<file path="config.mk">
export PLATFORM = sky130hd
export DESIGN_NAME = drive_operator_panel_logic
export DESIGN_NICKNAME = d
export VERILOG_FILES = /design/src/panel_pkg.sv /design/src/drive_operator_panel_logic.sv
export SDC_FILE = /design/constraint.sdc
export NUM_CORES = 2
export LEC_CHECK = 0
export ABC_AREA = 1
export BUFFER_PORTS_ARGS = -buffer_cell sky130_fd_sc_hd__buf_4
export CORE_ASPECT_RATIO = 1.2
export CORE_MARGIN = 4
export CORE_UTILIZATION = 48
export CTS_BUF_LIST = sky130_fd_sc_hd__clkbuf_4
export DETAILED_ROUTE_END_ITERATION = 7
export PLACE_DENSITY_LB_ADDON = 0.08
export SETUP_SLACK_MARGIN = 0.2
export SYNTH_ARGS = -nofsm -noshare
export SYNTH_HDL_FRONTEND = slang
export SYNTH_SLANG_ARGS = --single-unit
</file>
<file path="constraint.sdc">
create_clock -name core_clk -period 2.6 [get_ports core_clk]
set_input_delay 0.39 -clock core_clk [delete_from_list [all_inputs] [get_ports core_clk]]
set_output_delay 0.39 -clock core_clk [all_outputs]
set_load 0.02 [all_outputs]
</file>
<file path="src/panel_pkg.sv">
// Purpose: constants and types of the drive operator panel
// Assumes: 25 MHz core clock
// Notes: times are kept in ms, cycle counts derive from them
package panel_pkg;
   localparam int CLK_HZ = 25_000_000;
   localparam int LONG_PRESS_MS = 3000;
   localparam int LONG_PRESS_CYCLES = (CLK_HZ / 1000) * LONG_PRESS_MS;
   localparam int DEBOUNCE_MS = 1;
   localparam int DEBOUNCE_CYCLES = (CLK_HZ / 1000) * DEBOUNCE_MS;
   localparam int BLINK_MS = 250;
   localparam int BLINK_CYCLES = (CLK_HZ / 1000) * BLINK_MS;
   localparam int VALUE_W = 16;
   localparam int CODE_W = 7;
   localparam logic [15:0] FREQ_SETTING_RESET = 16'h0006;
   localparam logic [15:0] PARAM_RESET = 16'h0000;
   localparam logic [6:0] GROUP_HEADER_CODE = 7'h00;
   localparam logic [6:0] OUTPUT_FREQUENCY_MONITOR_CODE = 7'h01;
   localparam logic [6:0] OUTPUT_CURRENT_MONITOR_CODE = 7'h02;
   localparam logic [6:0] FREQ_REFERENCE_MONITOR_CODE = 7'h03;
   localparam logic [6:0] OUTPUT_VOLTAGE_MONITOR_CODE = 7'h04;
   localparam logic [6:0] OUTPUT_POWER_MONITOR_CODE = 7'h05;
   localparam logic [6:0] FREQUENCY_SETTING_PARAM = 7'h01;
   localparam logic [6:0] PANEL_ROTATION_DIRECTION_PARAM = 7'h04;
   localparam int UNIT_HZ = 0;
   localparam int UNIT_V = 1;
   localparam int UNIT_A = 2;
   localparam int UNIT_KW = 3;
   localparam int UNIT_PCT = 4;
   localparam int KEY_RUN = 0;
   localparam int KEY_STOP = 1;
   localparam int KEY_MODE = 2;
   localparam int KEY_ENTER = 3;
   localparam int KEY_UP = 4;
   localparam int KEY_DOWN = 5;
   localparam int NUM_KEYS = 6;
   typedef enum logic [2:0] {
      grp_monitor, grp_basic, grp_ext_a, grp_ext_b, grp_ext_c, grp_ext_h
   } group_t;
   typedef enum logic {view_code, view_value} view_t;
endpackage : panel_pkg

</file>
<file path="src/drive_operator_panel_logic.sv">
// Purpose: key decoding, lamps and display selection of the operator panel
// Assumes: key and core inputs synchronous to core_clk, keys active high
// Notes: setting values live in a local flip-flop store
`timescale 1ns/1ps
module drive_operator_panel_logic
   import panel_pkg::*;
#(
   parameter int LONG_PRESS_CYCLES_P = LONG_PRESS_CYCLES,
   parameter int DEBOUNCE_CYCLES_P = DEBOUNCE_CYCLES,
   parameter int BLINK_CYCLES_P = BLINK_CYCLES,
   parameter int CODES = 16,
   parameter logic [6:0] MONITOR_CODES = 7'h06,
   parameter logic [15:0] VALUE_MAX = 16'h0FFF
) (
   // clock and reset
   input wire logic core_clk,
   input wire logic reset_n,
   // keys
   input wire logic key_run,
   input wire logic key_stop_reset,
   input wire logic key_mode,
   input wire logic key_enter,
   input wire logic key_up,
   input wire logic key_down,
   // drive core status and configuration
   input wire logic drive_error,
   input wire logic drive_running,
   input wire logic run_source_panel,
   // monitor quantities
   input wire logic [15:0] mon_out_freq,
   input wire logic [15:0] mon_out_current,
   input wire logic [15:0] mon_freq_ref,
   input wire logic [15:0] mon_out_voltage,
   input wire logic [15:0] mon_out_power,
   input wire logic [15:0] mon_load_ratio,
   // drive core requests
   output logic run_req,
   output logic run_reverse,
   output logic stop_req,
   output logic error_reset_req,
   output logic param_commit,
   output logic [15:0] frequency_setting,
   // lamps
   output logic power_lamp,
   output logic alarm_lamp,
   output logic running_lamp,
   output logic programming_indicator,
   output logic run_source_lamp,
   output logic [4:0] unit_lamp,
   // numeric display
   output logic [2:0] display_group,
   output logic [6:0] display_code,
   output logic display_is_value,
   output logic [15:0] display_value
);

   localparam int DEPTH = 5 * CODES;

   // ----------------------------------------
   // helpers
   // ----------------------------------------
   function automatic logic [6:0] param_index(input group_t g, input logic [6:0] c);
      int i;
      i = (int'(g) - 1) * CODES + int'(c);
      return 7'(i);
   endfunction : param_index

   function automatic group_t next_group(input group_t g);
      case (g)
         grp_monitor: return grp_basic;
         grp_basic: return grp_ext_a;
         grp_ext_a: return grp_ext_b;
         grp_ext_b: return grp_ext_c;
         grp_ext_c: return grp_ext_h;
         default: return grp_monitor;
      endcase
   endfunction : next_group

   function automatic logic [4:0] unit_of(input group_t g, input logic [6:0] c);
      logic [4:0] u;
      u = 5'h00;
      if (g == grp_monitor) begin
         case (c)
            OUTPUT_FREQUENCY_MONITOR_CODE,
            FREQ_REFERENCE_MONITOR_CODE: u[UNIT_HZ] = 1'b1;
            OUTPUT_CURRENT_MONITOR_CODE: u[UNIT_A] = 1'b1;
            OUTPUT_VOLTAGE_MONITOR_CODE: u[UNIT_V] = 1'b1;
            OUTPUT_POWER_MONITOR_CODE: u[UNIT_KW] = 1'b1;
            default: u[UNIT_PCT] = 1'b1;
         endcase
      end else if (g == grp_basic && c == FREQUENCY_SETTING_PARAM) begin
         u[UNIT_HZ] = 1'b1;
      end else begin
         u[UNIT_PCT] = 1'b1;
      end
      return u;
   endfunction : unit_of

   // ----------------------------------------
   // key debounce
   // ----------------------------------------
   logic [5:0] key_raw;
   logic [5:0] key_sample;
   logic [5:0] key_db;
   logic [5:0] key_db_q;
   logic [31:0] deb_cnt;
   wire deb_tick = (deb_cnt == 32'(DEBOUNCE_CYCLES_P - 1));
   wire [5:0] key_stable = ~(key_sample ^ key_raw);
   wire [5:0] key_press = key_db & ~key_db_q;

   always_ff @(posedge core_clk or negedge reset_n) begin
      if (!reset_n) begin
         key_raw <= 6'h00;
         key_sample <= 6'h00;
         key_db <= 6'h00;
         key_db_q <= 6'h00;
         deb_cnt <= 32'h0000_0000;
      end else begin
         key_raw <= {key_down, key_up, key_enter, key_mode, key_stop_reset, key_run};
         deb_cnt <= deb_tick ? 32'h0000_0000 : deb_cnt + 32'h0000_0001;
         if (deb_tick) begin
            key_sample <= key_raw;
            key_db <= (key_db & ~key_stable) | (key_raw & key_stable);
         end
         key_db_q <= key_db;
      end
   end

   // ----------------------------------------
   // mode key long press
   // ----------------------------------------
   logic [31:0] hold_cnt;
   wire long_fire = key_db[KEY_MODE] && (hold_cnt == 32'(LONG_PRESS_CYCLES_P - 1));

   always_ff @(posedge core_clk or negedge reset_n) begin
      if (!reset_n) begin
         hold_cnt <= 32'h0000_0000;
      end else if (!key_db[KEY_MODE]) begin
         hold_cnt <= 32'h0000_0000;
      end else if (hold_cnt != 32'(LONG_PRESS_CYCLES_P)) begin
         hold_cnt <= hold_cnt + 32'h0000_0001;
      end
   end

   // ----------------------------------------
   // blink timebase
   // ----------------------------------------
   logic [31:0] blink_cnt;
   logic blink_phase;
   wire blink_tick = (blink_cnt == 32'(BLINK_CYCLES_P - 1));

   always_ff @(posedge core_clk or negedge reset_n) begin
      if (!reset_n) begin
         blink_cnt <= 32'h0000_0000;
         blink_phase <= 1'b0;
      end else begin
         blink_cnt <= blink_tick ? 32'h0000_0000 : blink_cnt + 32'h0000_0001;
         if (blink_tick) begin
            blink_phase <= ~blink_phase;
         end
      end
   end

   // ----------------------------------------
   // navigation and setting store
   // ----------------------------------------
   group_t group;
   view_t view;
   logic [6:0] code;
   logic [15:0] edit_value;
   logic [15:0] store [0:DEPTH-1];

   wire is_param = (group != grp_monitor);
   wire [6:0] code_limit = is_param ? 7'(CODES - 1) : MONITOR_CODES;
   wire [6:0] cur_idx = param_index(group, code);
   wire [15:0] cur_store = is_param ? store[cur_idx] : 16'h0000;
   wire showing_setting = (view == view_value) && is_param;
   wire invalid = showing_setting && (edit_value > VALUE_MAX);
   wire [6:0] freq_idx = param_index(grp_basic, FREQUENCY_SETTING_PARAM);
   wire [6:0] dir_idx = param_index(grp_basic, PANEL_ROTATION_DIRECTION_PARAM);
   wire panel_run = key_press[KEY_RUN] && run_source_panel;
   wire [15:0] mon_value =
      (code == OUTPUT_FREQUENCY_MONITOR_CODE) ? mon_out_freq :
      (code == OUTPUT_CURRENT_MONITOR_CODE) ? mon_out_current :
      (code == FREQ_REFERENCE_MONITOR_CODE) ? mon_freq_ref :
      (code == OUTPUT_VOLTAGE_MONITOR_CODE) ? mon_out_voltage :
      (code == OUTPUT_POWER_MONITOR_CODE) ? mon_out_power : mon_load_ratio;

   always_ff @(posedge core_clk or negedge reset_n) begin
      if (!reset_n) begin
         group <= grp_monitor;
         code <= OUTPUT_FREQUENCY_MONITOR_CODE;
         view <= view_value;
         edit_value <= 16'h0000;
         param_commit <= 1'b0;
         for (int i = 0; i < DEPTH; i++) begin
            store[i] <= PARAM_RESET;
         end
         store[param_index(grp_basic, FREQUENCY_SETTING_PARAM)] <= FREQ_SETTING_RESET;
      end else begin
         param_commit <= 1'b0;
         if (long_fire) begin
            group <= grp_monitor;
            code <= OUTPUT_FREQUENCY_MONITOR_CODE;
            view <= view_value;
         end else if (panel_run) begin
            group <= grp_monitor;
            code <= FREQ_REFERENCE_MONITOR_CODE;
            view <= view_value;
         end else begin
            case (view)
               view_code: begin
                  if (key_press[KEY_MODE]) begin
                     if (code == GROUP_HEADER_CODE) begin
                        group <= next_group(group);
                     end else begin
                        view <= view_value;
                        edit_value <= cur_store;
                     end
                  end else if (key_press[KEY_UP]) begin
                     code <= (code >= code_limit) ? GROUP_HEADER_CODE : code + 7'h01;
                  end else if (key_press[KEY_DOWN]) begin
                     code <= (code == GROUP_HEADER_CODE) ? code_limit : code - 7'h01;
                  end
               end
               view_value: begin
                  if (key_press[KEY_MODE]) begin
                     view <= view_code;
                  end else if (is_param) begin
                     if (key_press[KEY_ENTER] && !invalid) begin
                        store[cur_idx] <= edit_value;
                        param_commit <= 1'b1;
                        view <= view_code;
                     end else if (key_press[KEY_UP] && edit_value != 16'hFFFF) begin
                        edit_value <= edit_value + 16'h0001;
                     end else if (key_press[KEY_DOWN] && edit_value != 16'h0000) begin
                        edit_value <= edit_value - 16'h0001;
                     end
                  end
               end
               default: view <= view_code;
            endcase
         end
      end
   end

   assign frequency_setting = store[freq_idx];

   // ----------------------------------------
   // drive core requests
   // ----------------------------------------
   always_ff @(posedge core_clk or negedge reset_n) begin
      if (!reset_n) begin
         run_req <= 1'b0;
         run_reverse <= 1'b0;
         stop_req <= 1'b0;
         error_reset_req <= 1'b0;
      end else begin
         run_req <= panel_run;
         if (panel_run) begin
            run_reverse <= store[dir_idx][0];
         end
         stop_req <= key_press[KEY_STOP] && !drive_error;
         error_reset_req <= key_press[KEY_STOP] && drive_error;
      end
   end

   // ----------------------------------------
   // lamps and display
   // ----------------------------------------
   always_ff @(posedge core_clk or negedge reset_n) begin
      if (!reset_n) begin
         power_lamp <= 1'b0;
         alarm_lamp <= 1'b0;
         running_lamp <= 1'b0;
         programming_indicator <= 1'b0;
         run_source_lamp <= 1'b0;
         unit_lamp <= 5'h01;
         display_group <= 3'h0;
         display_code <= 7'h00;
         display_is_value <= 1'b0;
         display_value <= 16'h0000;
      end else begin
         power_lamp <= 1'b1;
         alarm_lamp <= drive_error;
         running_lamp <= drive_running;
         programming_indicator <= showing_setting && (!invalid || blink_phase);
         run_source_lamp <= run_source_panel;
         unit_lamp <= unit_of(group, code);
         display_group <= group;
         display_code <= code;
         display_is_value <= (view == view_value);
         if (view == view_value) begin
            display_value <= is_param ? edit_value : mon_value;
         end else begin
            display_value <= 16'h0000;
         end
      end
   end

endmodule : drive_operator_panel_logic

</file>
==> impl_metrics.tcl <==
set metrics [dict create \
    routed_wl_mm 265 \
    firstDrtPassIters 6 \
    core.rowCount 154 \
    fin_worst_skew_ps 107 \
    critPathLaunchType "flop" \
    arrival_ps 4000 \
    crit_chain "buf_12 > buf_12 > inv_6 > buf_12 > nand2_1 > nand2_1 > nand2_1 > nand2_1 > nand2_1 > nand2_1 > nand2_1 > nand4_1 > nand2_1 > nand3_2 > nand2_1 > a21oi_1" \
    hp-start "mon_out_current[4]" \
    grt_usage_pct 31.7 \
    synth_cell_type_count 56 \
    crit_start "code[0]" \
    dp.cells 11100 \
    gr-total-overflow 0 \
    synth_top_area_share_pct 51.6 \
    path_delay_family "simple AND/OR/NAND/NOR gates" \
    slowest_stage "dfstp_4" \
    clk_pin_slew_ps 70 \
    dpl.hpwl_mm 155 \
    core_um2 147000 \
    place.gp.congestion 0.961 \
    cts_tree "done" \
    fp.dieW_um 359 \
    ios 165 \
    slowest_delay_ps 680 \
    clockBufferDepth 4 \
    antenna_found_initial 5 \
    syn_area_per_cell_um2 7.90 \
    leakagePower_nw 45.5 \
    crit_fanout 56 \
    violations "negative setup slack" \
    finalNonFillerCells 12200 \
    slew_violations 0 \
    clock_latency_ps 1390 \
    synth_area_um2 71100 \
    critPathBufInv 4 \
    drt_first_iter_violations 6980 \
    die-area_um2 154000 \
    tightestPinTransition_ps 1160 \
    synth-seq-cells 1470 \
    outcome "finished with violations" \
    final_cell_area_um2 90900 \
    yosys.area.top_type "dfrtp_1" \
    final_util_pct 61.9 \
    async_flop_share_pct 100 \
    p_total_mw 44.0 \
    final_cell_mix "nand2_1 (3,406), dfrtp_1 (1,459), o21ai_1 (847)" \
    setup_viol 255 \
    filler_cell_count 13000 \
    synthAdderAreaFrac_pct 0.637 \
    grt_pass1_wl_mm 380 \
    fin_hold_ws_ps 150 \
    synth_ff_type "dfrtp_1" \
    synth_area_leaders "dfrtp_1 (52%), nand2_1 (19%), o21ai_1 (6.1%)" \
    grt_max_degree 135 \
    cp-end-kind "flop" \
    power.density_nw_per_um2 484 \
    synth_compound_area_share_pct 12.3 \
    required_ps 3820 \
    cts_buffers 401 \
    r2r_slack_ps -180 \
    initial_core_util_pct 48.3 \
    finalWorstSetupSlack_ps -184 \
    fin_crit_ps 2780 \
    hold_class "input port to flop" \
    worst-r2r-cell-count 16 \
    placed_area_um2 77900 \
    drc_errors 0 \
    synth_top_family_by_area "simple AND/OR/NAND/NOR gates" \
    yosys.area_share.simple_pct 26.3 \
    htree_levels 5 \
    tns_ps -5790 \
    root_buffer "clkbuf_4" \
    min_to "display_value[4]" \
    synth_edf_count 0 \
    max_freq_ghz 0.359 \
    min_period_over_period_pct 107 \
    postRouteAntennaNets 0 \
    syn_inst 8993 \
    port_buffers 164 \
    cts_sinks 1470 \
    drt-wirelength-per-cell_um 21.7 \
    syn_nets 9135 \
    vias_per_cell 5.48 \
    min_path_cells 6 \
    final_common_cell "nand2_1" \
    pre_cts_slack_ps -253 \
    vias 66800 \
    timing.rr.end "edit_value[6]" \
    layout-drive-gt1-share_pct 22.0 \
    synth_xor_area_share_pct 0.604 \
    synth.yosys.seq_area_share_pct 51.8 \
    crit_type "flop to flop" \
    synth.area.mux_share_pct 0 \
    crit_top_cell "nand2_1" \
    rsz0062_at_grt "yes" \
    peakVddDrop_uv 520 \
    die_height_um 430 \
    area_growth_pct 28.0 \
    yosys_warnings 0 \
    nets 10100 \
    slew-limit-headroom_pct 22.8 \
    drv_cap 0 \
    finalHoldViolations 0 \
    grt_pass1_vias 63000 \
    reg2reg_from "code[0]" \
]
## how the worst max path moves through the flow
stage                        to  slack (ps)  depth (start not counted)
2_1_floorplan        store[343]         100                         13
3_3_place_gp     edit_value[15]        -280                         16
3_5_place_dp     edit_value[15]        -250                         18
4_1_cts          edit_value[15]        0.07                         18
5_1_grt        display_value[0]        -340                         13
6_report          edit_value[6]        -180                         16
## registers in the layout (all words and copies together), names as in the netlist, 3 cells and up, named ones only
| register | cells |
|---|---|
| key_sample | 6 |
| group | 3 |
| edit_value | 16 |
| hold_cnt | 32 |
| store | 1280 |
| unit_lamp | 5 |
| display_group | 3 |
| key_raw | 6 |
| display_value | 16 |
| key_db_q | 6 |
| deb_cnt | 32 |
| code | 7 |
| blink_cnt | 32 |
| display_code | 7 |
## Yosys cell counts, drive strengths merged, types with 9 or more instances
master / number
a21oi: 266
or2: 21
nor4: 29
o22ai: 22
inv: 675
a211oi: 9
xor2: 43
nand4: 77
nand3: 164
dfrtp: 1465
buf: 286
nor3: 52
o21ai: 1265
ha: 33
o211ai: 25
clkbuf: 262
clkinv: 10
nor2: 549
nand2: 3674
## repair_timing
| action | 4_1_cts | 5_1_grt |
|---|---|---|
| hold endpoints to repair | 1508 | 0 |
| buffers inserted | 61 | 93 |
| hold buffers | 150 | 0 |
| setup endpoints to repair | 1339 | 1343 |
| cloned | 39 | 76 |
| pin swaps | 90 | 110 |
| gates resized for setup | 329 | 405 |
## per-layer routing
metal	up-vias	wire, um	global-route usage, %
met5	-	15	0
met3	737	21900	5.80
met1	32300	110000	43.5
li1	30700	-	-
met2	3073	119000	49.1
met4	2	13600	14.8
## tightest hold or removal path, cell delays in order
cell,delay (ps)
dlygate4sd3_1,550
buf_4,120
a21oi_2,60
o21ai_2,60
o211ai_1,120
o21ai_1,90
## area by class of cell
cell class                      instances  area [um2]  share of cell area (%)
Clock inverter                         78         345                   0.380
Timing Repair Buffer                 1060       12800                    14.1
Multi-Input combinational cell       6345       31400                    34.5
Sequential cell                      1470       36800                    40.5
Tap cell                             1950        2440                    2.68
Antenna cell                            5        12.5                  0.0138
Timing Repair inverter                  1        8.76                 0.00963
Clock buffer                          584        4380                    4.82
Inverter                              685        2760                    3.04
## where the power goes
group	leakage, nW	internal, mW	switching, mW	total, mW
sequential	18.7	22.9	0.00768	22.9
clock	2.86	10.3	9.83	20.1
combinational	23.9	0.398	0.646	1.04
## cell families (layout without fill, tap and decap cells)
logic type                 after synthesis  count (layout)
AOI/OAI and AO/OA                     1625            1625
xor gates and xnor gates                49              49
and+or+nand+nor                       4580            4635
other                                    1               6
DFF                                   1470            1470
buffers and inverters                 1233            2408
adders and majority gates               35              35
Note: power is estimated with default switching activity, not from simulation.
